<file path="config.mk">
export PLATFORM = sky130hd
export DESIGN_NAME = fault_latch_interlock
export DESIGN_NICKNAME = d
export VERILOG_FILES = /design/src/common/fault_latch_pkg.sv /design/src/common/latch_bank_if.sv /design/src/common/link_word_if.sv /design/src/hw/fault_latch_bank.sv /design/src/hw/mux_link.sv /design/src/hw/fault_latch_interlock.sv
export SDC_FILE = /design/constraint.sdc
export NUM_CORES = 1
export LEC_CHECK = 0
export ABC_AREA = 1
export ABC_CLOCK_PERIOD_IN_PS = 1850
export BUFFER_PORTS_ARGS = -buffer_cell sky130_fd_sc_hd__buf_2
export CAP_MARGIN = 15
export CORE_AREA = 8 8 334 238
export DETAILED_ROUTE_END_ITERATION = 10
export DIE_AREA = 0 0 342 246
export PLACE_DENSITY = 0.53
export SLEW_MARGIN = 5
export SYNTH_ARGS = -nofsm -noshare
export SYNTH_HDL_FRONTEND = slang
export SYNTH_HIERARCHICAL = 1
export SYNTH_SLANG_ARGS = --single-unit
</file>
<file path="constraint.sdc">
create_clock -name ref_clk -period 1.85 [get_ports ref_clk]
set_input_delay 0.37 -clock ref_clk [delete_from_list [all_inputs] [get_ports ref_clk]]
set_output_delay 0.37 -clock ref_clk [all_outputs]
set_load 0.01 [all_outputs]
</file>
<file path="src/common/fault_latch_pkg.sv">
// Behaviour
// - three comparators per standard channel, all latched
// - any uninhibited channel comparator trip sets its latch
// - latch clears only on reset request or software clear, fault gone
// - negative reference comparator flags reversed polarity
// - settable comparator threshold loaded from software
// - four power pairs, one ratiometric latch each
// - each optical fault input has own latch
// - optical light healthy, dark latches fault
// - optical inputs: elbow, circulator, coupler protection
// - sequencer gates high voltage and rf drive
// - plc path: 16 commands in, 48 status out
// - duplex link 16 each way at 5 kHz
// - input link sends 32 channels at 5 kHz
// - inhibit masks only the settable comparator
// - six body comparators share one klystron latch
package fault_latch_pkg;
  // channel structure
  localparam int CHAN_N     = 16;
  localparam int CMP_PER_CH = 3;
  localparam int CMP_NEG    = 0;
  localparam int CMP_FIXED  = 1;
  localparam int CMP_SET    = 2;
  localparam int RATIO_N    = 4;
  localparam int OPT_N      = 9;
  localparam int OPT_ELBOW  = 0;
  localparam int OPT_CIRC   = 4;
  localparam int OPT_COUPLE = 8;
  localparam int KLY_N      = 4;
  localparam int BODY_SLOW  = 4;
  localparam int BODY_FAST  = 8;
  localparam int INH_N      = 4;
  localparam int DAC_W      = 12;
  localparam logic [DAC_W-1:0] DAC_RESET = 12'hfff;

  // synchronised input vector layout
  localparam int SY_CMP    = 0;
  localparam int SY_RATIO  = SY_CMP + CHAN_N * CMP_PER_CH;
  localparam int SY_OPT    = SY_RATIO + RATIO_N;
  localparam int SY_FIB_HV = SY_OPT + OPT_N;
  localparam int SY_FIB_RF = SY_FIB_HV + 1;
  localparam int SY_RST    = SY_FIB_RF + 1;
  localparam int SY_INH    = SY_RST + 1;
  localparam int SYNC_W    = SY_INH + INH_N;

  // latch vector layout
  localparam int LA_CHAN  = 0;
  localparam int LA_RATIO = LA_CHAN + CHAN_N;
  localparam int LA_OPT   = LA_RATIO + RATIO_N;
  localparam int LA_BODY  = LA_OPT + OPT_N;
  localparam int LATCH_W  = LA_BODY + KLY_N;

  // plc links
  localparam int CLK_HZ     = 250_000_000;
  localparam int PACKET_HZ  = 5_000;
  localparam int PACKET_CYC = CLK_HZ / PACKET_HZ;
  localparam int BIT_CYC    = 250;
  localparam int CMD_W      = 16;
  localparam int DUPLEX_W   = 16;
  localparam int INPUT_W    = 32;
  localparam int STATUS_W   = DUPLEX_W + INPUT_W;
  localparam int SPARE_W    = STATUS_W - LATCH_W - 4;
  localparam int CMD_HV     = 0;
  localparam int CMD_RF     = 1;

  // register map
  localparam logic [7:0] A_CTRL     = 8'h00;
  localparam logic [7:0] A_STATUS   = 8'h04;
  localparam logic [7:0] A_LATCH_CH = 8'h08;
  localparam logic [7:0] A_LATCH_OT = 8'h0c;
  localparam logic [7:0] A_INH_EN   = 8'h10;
  localparam logic [7:0] A_PLC_CMD  = 8'h14;
  localparam logic [7:0] A_SPARE    = 8'h18;
  localparam logic [7:0] A_IRQ_STAT = 8'h1c;
  localparam logic [7:0] A_IRQ_MASK = 8'h20;
  localparam logic [7:0] A_DAC_BASE = 8'h40;
  localparam int CTRL_ARM   = 0;
  localparam int CTRL_CLEAR = 1;

  // interrupt status bits
  localparam int IRQ_CHAN  = 0;
  localparam int IRQ_RATIO = 1;
  localparam int IRQ_OPT   = 2;
  localparam int IRQ_BODY  = 3;
  localparam int IRQ_TRIP  = 4;
  localparam int IRQ_CMD   = 5;
  localparam int IRQ_W     = 6;

  typedef enum logic [1:0] {
    SEQ_IDLE = 2'b00,
    SEQ_HV   = 2'b01,
    SEQ_RF   = 2'b11,
    SEQ_TRIP = 2'b10
  } seq_state_t;
endpackage : fault_latch_pkg

</file>
<file path="src/common/latch_bank_if.sv">
`timescale 1ns/1ns
interface latch_bank_if;
  logic [fault_latch_pkg::SYNC_W-1:0]  raw;
  logic [fault_latch_pkg::SYNC_W-1:0]  sync;
  logic [fault_latch_pkg::LATCH_W-1:0] set;
  logic [fault_latch_pkg::LATCH_W-1:0] latch;
  logic                                clear;
  modport bank (input raw, input set, input clear, output sync, output latch);
  modport core (output raw, output set, output clear, input sync, input latch);
endinterface : latch_bank_if

</file>
<file path="src/common/link_word_if.sv">
`timescale 1ns/1ns
interface link_word_if #(
  parameter int TW = 16,
  parameter int RW = 16
);
  logic [TW-1:0] tx_word;
  logic [RW-1:0] rx_word;
  logic          rx_valid;
  modport link (input tx_word, output rx_word, output rx_valid);
  modport user (output tx_word, input rx_word, input rx_valid);
endinterface : link_word_if

</file>
<file path="src/hw/fault_latch_bank.sv">
`timescale 1ns/1ns
module fault_latch_bank (
  // clock and reset
  input wire logic    ref_clk,
  input wire logic    rst_n,
  // core side
  latch_bank_if.bank  bus
);
  logic [fault_latch_pkg::SYNC_W-1:0]  meta_r;
  logic [fault_latch_pkg::SYNC_W-1:0]  sync_r;
  logic [fault_latch_pkg::LATCH_W-1:0] latch_r;
  logic [fault_latch_pkg::LATCH_W-1:0] latch_nxt;

  // set wins; clear only where the fault is gone
  always_comb begin
    latch_nxt = (latch_r & ~({fault_latch_pkg::LATCH_W{bus.clear}} & ~bus.set)) | bus.set;
  end

  always_ff @(posedge ref_clk) begin
    if (!rst_n) begin
      meta_r  <= '0;
      sync_r  <= '0;
      latch_r <= '0;
    end else begin
      meta_r  <= bus.raw;
      sync_r  <= meta_r;
      latch_r <= latch_nxt;
    end
  end

  assign bus.sync  = sync_r;
  assign bus.latch = latch_r;
endmodule : fault_latch_bank

</file>
<file path="src/hw/mux_link.sv">
`timescale 1ns/1ns
module mux_link #(
  parameter int TW         = 16,
  parameter int RW         = 16,
  parameter int HAS_RX     = 1,
  parameter int PACKET_CYC = 50000,
  parameter int BIT_CYC    = 250
)(
  // clock and reset
  input wire logic  ref_clk,
  input wire logic  rst_n,
  // user side
  link_word_if.link w,
  // fibre side, idle high
  input wire logic  line_in,
  output logic      line_out
);
  localparam int PW = $clog2(PACKET_CYC);
  localparam int BW = $clog2(BIT_CYC);
  localparam int FW = TW + 2;
  localparam int NW = $clog2(FW + 1);

  logic [PW-1:0] pkt_r, pkt_nxt;
  logic [BW-1:0] tbit_r, tbit_nxt;
  logic [NW-1:0] tleft_r, tleft_nxt;
  logic [FW-1:0] tsh_r, tsh_nxt;
  logic          line_nxt;

  // one frame per packet period: start 0, data lsb first, stop 1
  always_comb begin
    pkt_nxt   = (pkt_r == PW'(PACKET_CYC - 1)) ? '0 : pkt_r + 1'b1;
    tbit_nxt  = tbit_r;
    tleft_nxt = tleft_r;
    tsh_nxt   = tsh_r;
    line_nxt  = line_out;
    if (pkt_r == '0) begin
      tsh_nxt   = {1'b1, w.tx_word, 1'b0};
      tleft_nxt = NW'(FW);
      tbit_nxt  = '0;
    end else if (tleft_r != '0) begin
      if (tbit_r == '0) begin
        line_nxt  = tsh_r[0];
        tsh_nxt   = {1'b1, tsh_r[FW-1:1]};
        tleft_nxt = tleft_r - 1'b1;
        tbit_nxt  = BW'(BIT_CYC - 1);
      end else begin
        tbit_nxt = tbit_r - 1'b1;
      end
    end else begin
      line_nxt = 1'b1;
    end
  end

  always_ff @(posedge ref_clk) begin
    if (!rst_n) begin
      pkt_r    <= '0;
      tbit_r   <= '0;
      tleft_r  <= '0;
      tsh_r    <= '1;
      line_out <= 1'b1;
    end else begin
      pkt_r    <= pkt_nxt;
      tbit_r   <= tbit_nxt;
      tleft_r  <= tleft_nxt;
      tsh_r    <= tsh_nxt;
      line_out <= line_nxt;
    end
  end

  if (HAS_RX != 0) begin : g_rx
    localparam int IW = $clog2(RW + 2);
    logic          meta_r, sync_r, busy_r, busy_nxt, valid_r, valid_nxt;
    logic [BW-1:0] rcnt_r, rcnt_nxt;
    logic [IW-1:0] ridx_r, ridx_nxt;
    logic [RW-1:0] rsh_r, rsh_nxt, word_r, word_nxt;

    // mid-bit sampling; a frame with a bad start or stop is dropped
    always_comb begin
      busy_nxt  = busy_r;
      rcnt_nxt  = rcnt_r;
      ridx_nxt  = ridx_r;
      rsh_nxt   = rsh_r;
      word_nxt  = word_r;
      valid_nxt = 1'b0;
      if (!busy_r) begin
        if (!sync_r) begin
          busy_nxt = 1'b1;
          rcnt_nxt = BW'(BIT_CYC / 2);
          ridx_nxt = '0;
        end
      end else if (rcnt_r != '0) begin
        rcnt_nxt = rcnt_r - 1'b1;
      end else begin
        rcnt_nxt = BW'(BIT_CYC - 1);
        if (ridx_r == '0) begin
          if (sync_r) busy_nxt = 1'b0;
          else ridx_nxt = ridx_r + 1'b1;
        end else if (ridx_r <= IW'(RW)) begin
          rsh_nxt  = {sync_r, rsh_r[RW-1:1]};
          ridx_nxt = ridx_r + 1'b1;
        end else begin
          busy_nxt = 1'b0;
          if (sync_r) begin
            word_nxt  = rsh_r;
            valid_nxt = 1'b1;
          end
        end
      end
    end

    always_ff @(posedge ref_clk) begin
      if (!rst_n) begin
        meta_r  <= 1'b1;
        sync_r  <= 1'b1;
        busy_r  <= 1'b0;
        valid_r <= 1'b0;
        rcnt_r  <= '0;
        ridx_r  <= '0;
        rsh_r   <= '0;
        word_r  <= '0;
      end else begin
        meta_r  <= line_in;
        sync_r  <= meta_r;
        busy_r  <= busy_nxt;
        valid_r <= valid_nxt;
        rcnt_r  <= rcnt_nxt;
        ridx_r  <= ridx_nxt;
        rsh_r   <= rsh_nxt;
        word_r  <= word_nxt;
      end
    end
    assign w.rx_word  = word_r;
    assign w.rx_valid = valid_r;
  end else begin : g_no_rx
    assign w.rx_word  = '0;
    assign w.rx_valid = 1'b0;
  end
endmodule : mux_link

</file>
<file path="src/hw/fault_latch_interlock.sv">
// Decided for this implementation: the APB slave port and the address map.
`timescale 1ns/1ns
module fault_latch_interlock #(
  parameter int PACKET_CYC = fault_latch_pkg::PACKET_CYC,
  parameter int BIT_CYC    = fault_latch_pkg::BIT_CYC
)(
  // clock and reset
  input wire logic                                                       ref_clk,
  input wire logic                                                       rst_n,
  // apb slave
  input wire logic [7:0]                                                 paddr,
  input wire logic                                                       psel,
  input wire logic                                                       penable,
  input wire logic                                                       pwrite,
  input wire logic [31:0]                                                pwdata,
  output logic [31:0]                                                    prdata,
  output logic                                                           pready,
  output logic                                                           pslverr,
  // comparator pins, channel c bits 3c..3c+2
  input wire logic [fault_latch_pkg::CHAN_N*fault_latch_pkg::CMP_PER_CH-1:0] cmp_trip,
  input wire logic [fault_latch_pkg::RATIO_N-1:0]                        ratio_trip,
  // optical fault receivers, high while lit
  input wire logic [fault_latch_pkg::OPT_N-1:0]                          opt_light,
  // fast fibre control and reset
  input wire logic                                                       fibre_hv_req,
  input wire logic                                                       fibre_rf_req,
  input wire logic                                                       fault_reset_req,
  input wire logic [fault_latch_pkg::INH_N-1:0]                          inhibit_win,
  // threshold dacs
  output logic [fault_latch_pkg::CHAN_N-1:0][fault_latch_pkg::DAC_W-1:0] dac_level,
  // plc links
  input wire logic                                                       duplex_rx,
  output logic                                                           duplex_tx,
  output logic                                                           input_link_tx,
  // drive enables and interrupt
  output logic                                                           high_voltage_on,
  output logic                                                           rf_drive_on,
  output logic                                                           fault_irq
);
  latch_bank_if bank_bus ();
  link_word_if #(.TW(fault_latch_pkg::DUPLEX_W), .RW(fault_latch_pkg::CMD_W)) duplex_bus ();
  link_word_if #(.TW(fault_latch_pkg::INPUT_W), .RW(1)) input_bus ();

  fault_latch_bank u_bank (
    .ref_clk (ref_clk),
    .rst_n   (rst_n),
    .bus     (bank_bus)
  );

  mux_link #(
    .TW         (fault_latch_pkg::DUPLEX_W),
    .RW         (fault_latch_pkg::CMD_W),
    .HAS_RX     (1),
    .PACKET_CYC (PACKET_CYC),
    .BIT_CYC    (BIT_CYC)
  ) u_duplex (
    .ref_clk  (ref_clk),
    .rst_n    (rst_n),
    .w        (duplex_bus),
    .line_in  (duplex_rx),
    .line_out (duplex_tx)
  );

  mux_link #(
    .TW         (fault_latch_pkg::INPUT_W),
    .RW         (1),
    .HAS_RX     (0),
    .PACKET_CYC (PACKET_CYC),
    .BIT_CYC    (BIT_CYC)
  ) u_input (
    .ref_clk  (ref_clk),
    .rst_n    (rst_n),
    .w        (input_bus),
    .line_in  (1'b1),
    .line_out (input_link_tx)
  );

  logic                                    arm_r, arm_nxt;
  logic                                    clr_r, clr_nxt;
  logic [fault_latch_pkg::CHAN_N-1:0]      inh_en_r, inh_en_nxt;
  logic [fault_latch_pkg::SPARE_W-1:0]     spare_r, spare_nxt;
  logic [fault_latch_pkg::CMD_W-1:0]       cmd_r, cmd_nxt;
  logic [fault_latch_pkg::IRQ_W-1:0]       mask_r, mask_nxt, stat_r, stat_nxt, ev;
  logic [fault_latch_pkg::LATCH_W-1:0]     prev_r, latch, rise;
  logic [fault_latch_pkg::CHAN_N-1:0][fault_latch_pkg::DAC_W-1:0] dac_nxt;
  logic [31:0]                             prdata_nxt;
  logic                                    pready_nxt, pslverr_nxt, irq_nxt;
  logic [fault_latch_pkg::CHAN_N-1:0]      chan_fault;
  logic [fault_latch_pkg::KLY_N-1:0]       body_fault;
  logic                                    inh_any, any_latch, hv_ok, rf_ok, wr_en, rd_en;
  logic                                    hv_nxt, rf_nxt;
  fault_latch_pkg::seq_state_t             state_r, state_nxt;

  // pin bank; optical darkness becomes a fault level
  assign bank_bus.raw = {inhibit_win, fault_reset_req, fibre_rf_req, fibre_hv_req,
                         ~opt_light, ratio_trip, cmp_trip};
  assign inh_any = |bank_bus.sync[fault_latch_pkg::SY_INH +: fault_latch_pkg::INH_N];

  for (genvar c = 0; c < fault_latch_pkg::CHAN_N; c++) begin : g_chan
    localparam int B = fault_latch_pkg::SY_CMP + c * fault_latch_pkg::CMP_PER_CH;
    assign chan_fault[c] = bank_bus.sync[B + fault_latch_pkg::CMP_NEG]
                         | bank_bus.sync[B + fault_latch_pkg::CMP_FIXED]
                         | (bank_bus.sync[B + fault_latch_pkg::CMP_SET]
                            & ~(inh_en_r[c] & inh_any));
  end

  for (genvar k = 0; k < fault_latch_pkg::KLY_N; k++) begin : g_body
    assign body_fault[k] = chan_fault[fault_latch_pkg::BODY_SLOW + k]
                         | chan_fault[fault_latch_pkg::BODY_FAST + k];
  end

  // elbow 0-3, circulator 4-7, coupler protection 8 in the optical field
  assign bank_bus.set = {body_fault,
                         bank_bus.sync[fault_latch_pkg::SY_OPT +: fault_latch_pkg::OPT_N],
                         bank_bus.sync[fault_latch_pkg::SY_RATIO +: fault_latch_pkg::RATIO_N],
                         chan_fault};
  assign bank_bus.clear = bank_bus.sync[fault_latch_pkg::SY_RST] | clr_r;

  assign latch     = bank_bus.latch;
  assign any_latch = |latch;
  assign rise      = latch & ~prev_r;

  // status toward the plc: 16 on the duplex link, 32 on the input link
  assign {input_bus.tx_word, duplex_bus.tx_word} =
         {spare_r, state_r, rf_drive_on, high_voltage_on, latch};

  // sequencer
  assign hv_ok = arm_r & cmd_r[fault_latch_pkg::CMD_HV] & bank_bus.sync[fault_latch_pkg::SY_FIB_HV];
  assign rf_ok = cmd_r[fault_latch_pkg::CMD_RF] & bank_bus.sync[fault_latch_pkg::SY_FIB_RF];

  always_comb begin
    state_nxt = state_r;
    unique case (state_r)
      fault_latch_pkg::SEQ_IDLE: begin
        if (any_latch) state_nxt = fault_latch_pkg::SEQ_TRIP;
        else if (hv_ok) state_nxt = fault_latch_pkg::SEQ_HV;
      end
      fault_latch_pkg::SEQ_HV: begin
        if (any_latch) state_nxt = fault_latch_pkg::SEQ_TRIP;
        else if (!hv_ok) state_nxt = fault_latch_pkg::SEQ_IDLE;
        else if (rf_ok) state_nxt = fault_latch_pkg::SEQ_RF;
      end
      fault_latch_pkg::SEQ_RF: begin
        if (any_latch) state_nxt = fault_latch_pkg::SEQ_TRIP;
        else if (!hv_ok) state_nxt = fault_latch_pkg::SEQ_IDLE;
        else if (!rf_ok) state_nxt = fault_latch_pkg::SEQ_HV;
      end
      fault_latch_pkg::SEQ_TRIP: begin
        if (!any_latch) state_nxt = fault_latch_pkg::SEQ_IDLE;
      end
    endcase
    hv_nxt = (state_nxt == fault_latch_pkg::SEQ_HV) | (state_nxt == fault_latch_pkg::SEQ_RF);
    rf_nxt = (state_nxt == fault_latch_pkg::SEQ_RF);
  end

  always_ff @(posedge ref_clk) begin
    if (!rst_n) begin
      state_r         <= fault_latch_pkg::SEQ_IDLE;
      high_voltage_on <= 1'b0;
      rf_drive_on     <= 1'b0;
    end else begin
      state_r         <= state_nxt;
      high_voltage_on <= hv_nxt;
      rf_drive_on     <= rf_nxt;
    end
  end

  // apb: answer in the first access cycle; writes and read-clear land there
  assign wr_en = psel & penable & pready & pwrite;
  assign rd_en = psel & penable & pready & ~pwrite;

  always_comb begin
    arm_nxt     = arm_r;
    clr_nxt     = 1'b0;
    inh_en_nxt  = inh_en_r;
    spare_nxt   = spare_r;
    mask_nxt    = mask_r;
    dac_nxt     = dac_level;
    cmd_nxt     = duplex_bus.rx_valid ? duplex_bus.rx_word : cmd_r;
    pready_nxt  = psel & ~penable;
    pslverr_nxt = 1'b0;
    prdata_nxt  = '0;
    ev = '0;
    ev[fault_latch_pkg::IRQ_CHAN]  = |rise[fault_latch_pkg::LA_CHAN +: fault_latch_pkg::CHAN_N];
    ev[fault_latch_pkg::IRQ_RATIO] = |rise[fault_latch_pkg::LA_RATIO +: fault_latch_pkg::RATIO_N];
    ev[fault_latch_pkg::IRQ_OPT]   = |rise[fault_latch_pkg::LA_OPT +: fault_latch_pkg::OPT_N];
    ev[fault_latch_pkg::IRQ_BODY]  = |rise[fault_latch_pkg::LA_BODY +: fault_latch_pkg::KLY_N];
    ev[fault_latch_pkg::IRQ_TRIP]  = (state_nxt == fault_latch_pkg::SEQ_TRIP)
                                   & (state_r != fault_latch_pkg::SEQ_TRIP);
    ev[fault_latch_pkg::IRQ_CMD]   = duplex_bus.rx_valid;
    stat_nxt = stat_r;
    if (rd_en && {paddr[7:2], 2'b00} == fault_latch_pkg::A_IRQ_STAT) stat_nxt = '0;
    stat_nxt = stat_nxt | ev;
    if (psel && !penable) begin
      if (paddr[7:6] == fault_latch_pkg::A_DAC_BASE[7:6]) begin
        prdata_nxt = 32'(dac_level[paddr[5:2]]);
      end else begin
        unique case ({paddr[7:2], 2'b00})
          fault_latch_pkg::A_CTRL:     prdata_nxt = 32'(arm_r);
          fault_latch_pkg::A_STATUS:   prdata_nxt = 32'({any_latch, rf_drive_on, high_voltage_on, state_r});
          fault_latch_pkg::A_LATCH_CH: prdata_nxt = 32'(latch[fault_latch_pkg::LA_CHAN +: fault_latch_pkg::CHAN_N]);
          fault_latch_pkg::A_LATCH_OT: prdata_nxt = 32'(latch[fault_latch_pkg::LATCH_W-1:fault_latch_pkg::LA_RATIO]);
          fault_latch_pkg::A_INH_EN:   prdata_nxt = 32'(inh_en_r);
          fault_latch_pkg::A_PLC_CMD:  prdata_nxt = 32'(cmd_r);
          fault_latch_pkg::A_SPARE:    prdata_nxt = 32'(spare_r);
          fault_latch_pkg::A_IRQ_STAT: prdata_nxt = 32'(stat_r);
          fault_latch_pkg::A_IRQ_MASK: prdata_nxt = 32'(mask_r);
          default:                     pslverr_nxt = 1'b1;
        endcase
      end
    end
    if (wr_en && !pslverr) begin
      if (paddr[7:6] == fault_latch_pkg::A_DAC_BASE[7:6]) begin
        dac_nxt[paddr[5:2]] = pwdata[fault_latch_pkg::DAC_W-1:0];
      end else begin
        unique case ({paddr[7:2], 2'b00})
          fault_latch_pkg::A_CTRL: begin
            arm_nxt = pwdata[fault_latch_pkg::CTRL_ARM];
            clr_nxt = pwdata[fault_latch_pkg::CTRL_CLEAR];
          end
          fault_latch_pkg::A_INH_EN:   inh_en_nxt = pwdata[fault_latch_pkg::CHAN_N-1:0];
          fault_latch_pkg::A_SPARE:    spare_nxt  = pwdata[fault_latch_pkg::SPARE_W-1:0];
          fault_latch_pkg::A_IRQ_MASK: mask_nxt   = pwdata[fault_latch_pkg::IRQ_W-1:0];
          default: ;
        endcase
      end
    end
    irq_nxt = |(stat_nxt & mask_nxt);
  end

  always_ff @(posedge ref_clk) begin
    if (!rst_n) begin
      arm_r     <= 1'b0;
      clr_r     <= 1'b0;
      inh_en_r  <= '0;
      spare_r   <= '0;
      cmd_r     <= '0;
      mask_r    <= '0;
      stat_r    <= '0;
      prev_r    <= '0;
      dac_level <= {fault_latch_pkg::CHAN_N{fault_latch_pkg::DAC_RESET}};
      prdata    <= '0;
      pready    <= 1'b0;
      pslverr   <= 1'b0;
      fault_irq <= 1'b0;
    end else begin
      arm_r     <= arm_nxt;
      clr_r     <= clr_nxt;
      inh_en_r  <= inh_en_nxt;
      spare_r   <= spare_nxt;
      cmd_r     <= cmd_nxt;
      mask_r    <= mask_nxt;
      stat_r    <= stat_nxt;
      prev_r    <= latch;
      dac_level <= dac_nxt;
      prdata    <= prdata_nxt;
      pready    <= pready_nxt;
      pslverr   <= pslverr_nxt;
      fault_irq <= irq_nxt;
    end
  end
endmodule : fault_latch_interlock

</file>
Yosys cells after proc, flatten, opt, wreduce, memory -nomap -nowiden --
Cells that the tools add are included. Widths: inputs -> output; s select.
Cells by class: add/subtract/negate cells 8, multiply operators 0, div/mod/pow operators 0, magnitude comparators 3, equality and inequality tests 24, shift operators 0, multiplexer cells 55, bitwise operators 118, reductions and logical operators 49
Operator list (count):
- $bwmux 192 | 1
- $pmux 17 s9 | 1
- $and 33x33->33 | 3
- $mux 33 | 3
- $not 33->33 | 3
- $mux 17 | 3
- $bmux 12 s4 | 1
- $demux 12 s4 | 1
- $mux 5 | 9
- $mux 6 | 7
- $and 1x1->1 | 41
- $mux 8 | 5
- $or 1x1->1 | 38
- $mux 12 | 3
- $or 33x33->33 | 1
- $reduce_or 33->1 | 1
- $add 16x1->16 const B | 2
- $eq 16x16->1 const B | 2
- $logic_not 16->1 | 2
- $not 1->1 | 29
- $eq 6x3->1 const B | 4
- $sub 8x1->8 const B | 3
- $mux 2 | 9
- $reduce_or 9->1 | 2
- other kinds (38) | 83
Word-level totals: register bits after elaboration 635, latch bits 0, bits in writable memories 0, bits in read-only memories 0, memories 0

Depth between registers and ports, before layout --
word-level depth 11, depth in mapped cells 13, depth with buffers taken out 13

Modules after synthesis --
The synthesis kept the hierarchy.
Modules (own cells, without submodules):
- fault_latch_interlock | times used 1, cells an instance 1689, area each 13016.2 µm², sequential area each 6105.9 µm²
- fault_latch_bank | times used 1, cells an instance 563, area each 4961.0 µm², sequential area each 3383.2 µm²
- mux_link at u_duplex | times used 1, cells an instance 619, area each 4506.8 µm², sequential area each 1921.8 µm²
- mux_link at u_input | times used 1, cells an instance 452, area each 3239.4 µm², sequential area each 1281.2 µm²

Least setup slack after synthesis --
No wires, ideal clock.
kind reg-to-reg, from register pready, to register dac_level[87] (netlist name), library setup time 0.138 ns, data arrival time 1.467 ns, data required time 1.712 ns, slack 0.245 ns, stages on the path, launching flop included 10, path buffers 2, clock period less this slack 1.605 ns, path through dfxtp_1 nand3_1 nor2_4 inv_2 nor2_4 buf_6 nand2_2 buf_2 nand2_1 o211ai_1
Between the ends: word-level cells in the longest chain between the ends 4
RTL lines:
- start: declaration | RTL line fault_latch_interlock.sv:17 | output logic pready,
- start signal: assignment | RTL line fault_latch_interlock.sv:257 | pready <= pready_nxt;
- $and 1x1->1 (2 in series) | RTL line fault_latch_interlock.sv:169 | assign wr_en = psel & penable & pready & pwrite;
- $logic_and 1x1->1 | RTL line fault_latch_interlock.sv:212 | if (wr_en && !pslverr) begin
- $reduce_and 2->1 (no line)
- end signal: assignment | RTL line fault_latch_interlock.sv:241 | dac_level <= {fault_latch_pkg::CHAN_N{fault_latch_pkg::DAC_RESET}};
- end signal: assignment | RTL line fault_latch_interlock.sv:255 | dac_level <= dac_nxt;
- end: declaration | RTL line fault_latch_interlock.sv:30 | output logic [fault_latch_pkg::CHAN_N-1:0][fault_latch_pkg::DAC_W-1:0] dac_level,
No other way between the ends. A chain may end at the register's enable or synchronous reset.

==> impl_metrics.csv <==
group,metric,value,unit
worst_setup_path,startpoint_type,"register",
clock_tree,cts_root_buffer,"clkbuf_16",
sta,setup_tns,0,ns
detailed_routing,drt_iter0_drc,2089,
sta,hold_viol,0,
final_layout,nNetsFinal,3890,
clock_tree,clk_pin_slew_worst_paths,0.06,ns
placement,placed_area,29300,um^2
clock_tree,clkLatencyLatePin,0.61,ns
detailed_routing,drc_errors,0,
worst_setup_path,crit_fanout,6,
sta,setup_viol,0,
worst_setup_path,critical_path_class,"register to output pin",
global_route,grt_start_max_net_pins,105,
floorplan,die_width,342,um
floorplan,boundaryPins,345,
hold_path,hold_class,"input port to register",
logic_synthesis,synth_warnings,6,
logic_synthesis,synth_cells,3319,
pwr,ir_drop,0.676,mV
floorplan,core,74400,um^2
clock_tree,h-tree-depth,3,
worst_setup_path,slowest_stage,"dfxtp_1",
global_route,grt_overflow,0,
global_route,antenna_found_initial,7,
sta,slew_headroom,36.8,%
detailed_routing,finalWirelength,86900,um
final_layout,drive_above_1_share,18.6,%
placement,place.gp.congestion,0.890,
worst_setup_path,crit_buf_inv,1,
sta,max_freq,568,MHz
global_route,grt_pass1_wl,132000,um
detailed_routing,first_pass_iters,5,
sta,min_period,1.76,ns
placement,port_buffers,311,
floorplan,num_rows,84,
detailed_routing,ant_nets,0,
logic_synthesis,syn_area,25700,um^2
clock_tree,numCtsBuffers,68,
placement,dp.final_hpwl,63700,um
detailed_routing,vias,23379,
clock_tree,cts.path.max_buffers,3,
sta,tightest_slew,0.943,ns
sta,period_share,95.2,%
final_layout,stdcell_area,32400,um^2
global_route,grt_use_total,19.9,%
pwr,power_density,1150,nW/um^2
floorplan,start_util,34.5,%
global_route,grt_pass1_vias,21335,
worst_setup_path,slowest_delay,0.57,ns
status,status,"finished, final reports clean",
sta,drv_slew,0,
clock_tree,cts.sinks,634,
logic_synthesis,avgSynthCellArea,7.74,um^2
job,cap_violations,0,
pwr,leakage,0.0158,uW
worst_setup_path,path_cells,"buf_2",
detailed_routing,viasPerCell,4.86,
worst_setup_path,worstPathRequired,1.48,ns
floorplan,die_h,246,um
final_layout,layout_common_cells,"811 x nand2_1, 634 x dfxtp_1, 396 x inv_1, 310 x buf_2, 229 x nor2_1",
worst_setup_path,critPathTopFamily,"flip-flops",
final_layout,syn_to_final_growth,26.2,%
detailed_routing,wire_per_inst,18.1,um
sta,skew,0.0307,ns
worst_setup_path,crit_arrival,1.39,ns
floorplan,die-area,84100,um^2
worst_setup_path,end_kind,"output pin",
clock_tree,cts_tree,"built",
final_layout,mostFrequentLayoutCell,"nand2_1",
path summary, 6_finish.rpt:
path	end	depth (start not counted)	slack, ns	startpoint
worst max-delay path	high_voltage_on	1	0.09	state_r[0]$_SDFF_PN0_
worst min-delay path	inh_en_r[15]$_SDFFE_PN0P_	3	0.06	pwdata[15]
worst max register to register	u_input/tsh_r[7]$_SDFFE_PN1P_	8	0.12	u_input/tbit_r[0]$_SDFFE_PP0N_
worst min register to register	u_bank/bus.sync[53]$_SDFF_PN0_	2	0.40	u_bank/meta_r[53]$_SDFF_PN0_
flip-flops by register name (all words and copies together), names as in the netlist, 11 cells and up:
name and cells:
cmd_r 16, dac_level 192, inh_en_r 16, prdata 17, prev_r 33, spare_r 11, u_bank/bus.latch 33, u_bank/bus.sync 68
u_bank/meta_r 68, u_duplex/g_rx.rsh_r 16, u_duplex/pkt_r 16, u_duplex/tsh_r 17, u_duplex/w.rx_word 16, u_input/pkt_r 16, u_input/tsh_r 33
per-stage QoR:
stage / instances / hold WS (ns) / utilization (%) / setup WS (ns) / power [uW]
final: 4808 / 0.0617 / 43.6 / 0.0888 / 37300
after global routing: 4808 / 0.0515 / 43.6 / -0.00125 / 39300
after CTS: 4801 / 0.0279 / 43.5 / 0.0655 / 37600
after detailed placement: 4611 / 0.395 / 39.3 / -0.176 / 22700
after global placement: 4611 / 0.396 / 39.3 / -0.172 / 22700
after floorplan: 3333 / 0.390 / - / 0.245 / 20800
what timing repair did:
action,4_1_cts,5_1_grt
hold endpoints to repair,69,0
endpoints found under the setup margin,0,20
hold buffers,69,0
resized for setup,0,4
setup buffers,0,1
metal layers:
| layer | global-route usage (%) | share of wire [%] |
|---|---|---|
| met2 | 29.5 | 43 |
| met1 | 28.9 | 48 |
| met4 | 6.36 | 2.8 |
| met3 | 3.82 | 6.3 |
| met5 | 0 | 0 |
power breakdown:
part	leakage [uW]	switching [uW]	total (uW)	internal (uW)
clock network	0.00120	5740	14700	8960
logic	0.00944	4530	7200	2670
registers	0.00518	672	15400	14800
total	0.0158	10900	37300	26400
cell type report:
| type | count | area (um^2) |
|---|---|---|
| Antenna cell | 6 | 15.0 |
| Clock buffer | 97 | 2070 |
| Clock inverter | 24 | 367 |
| Fill cell | 7612 | 42000 |
| Inverter | 440 | 1660 |
| Multi-Input combinational cell | 2064 | 10400 |
| Sequential cell | 634 | 12700 |
| Tap cell | 989 | 1240 |
| Timing Repair Buffer | 554 | 3990 |
No activity file was read; power rests on OpenSTA's default activity.
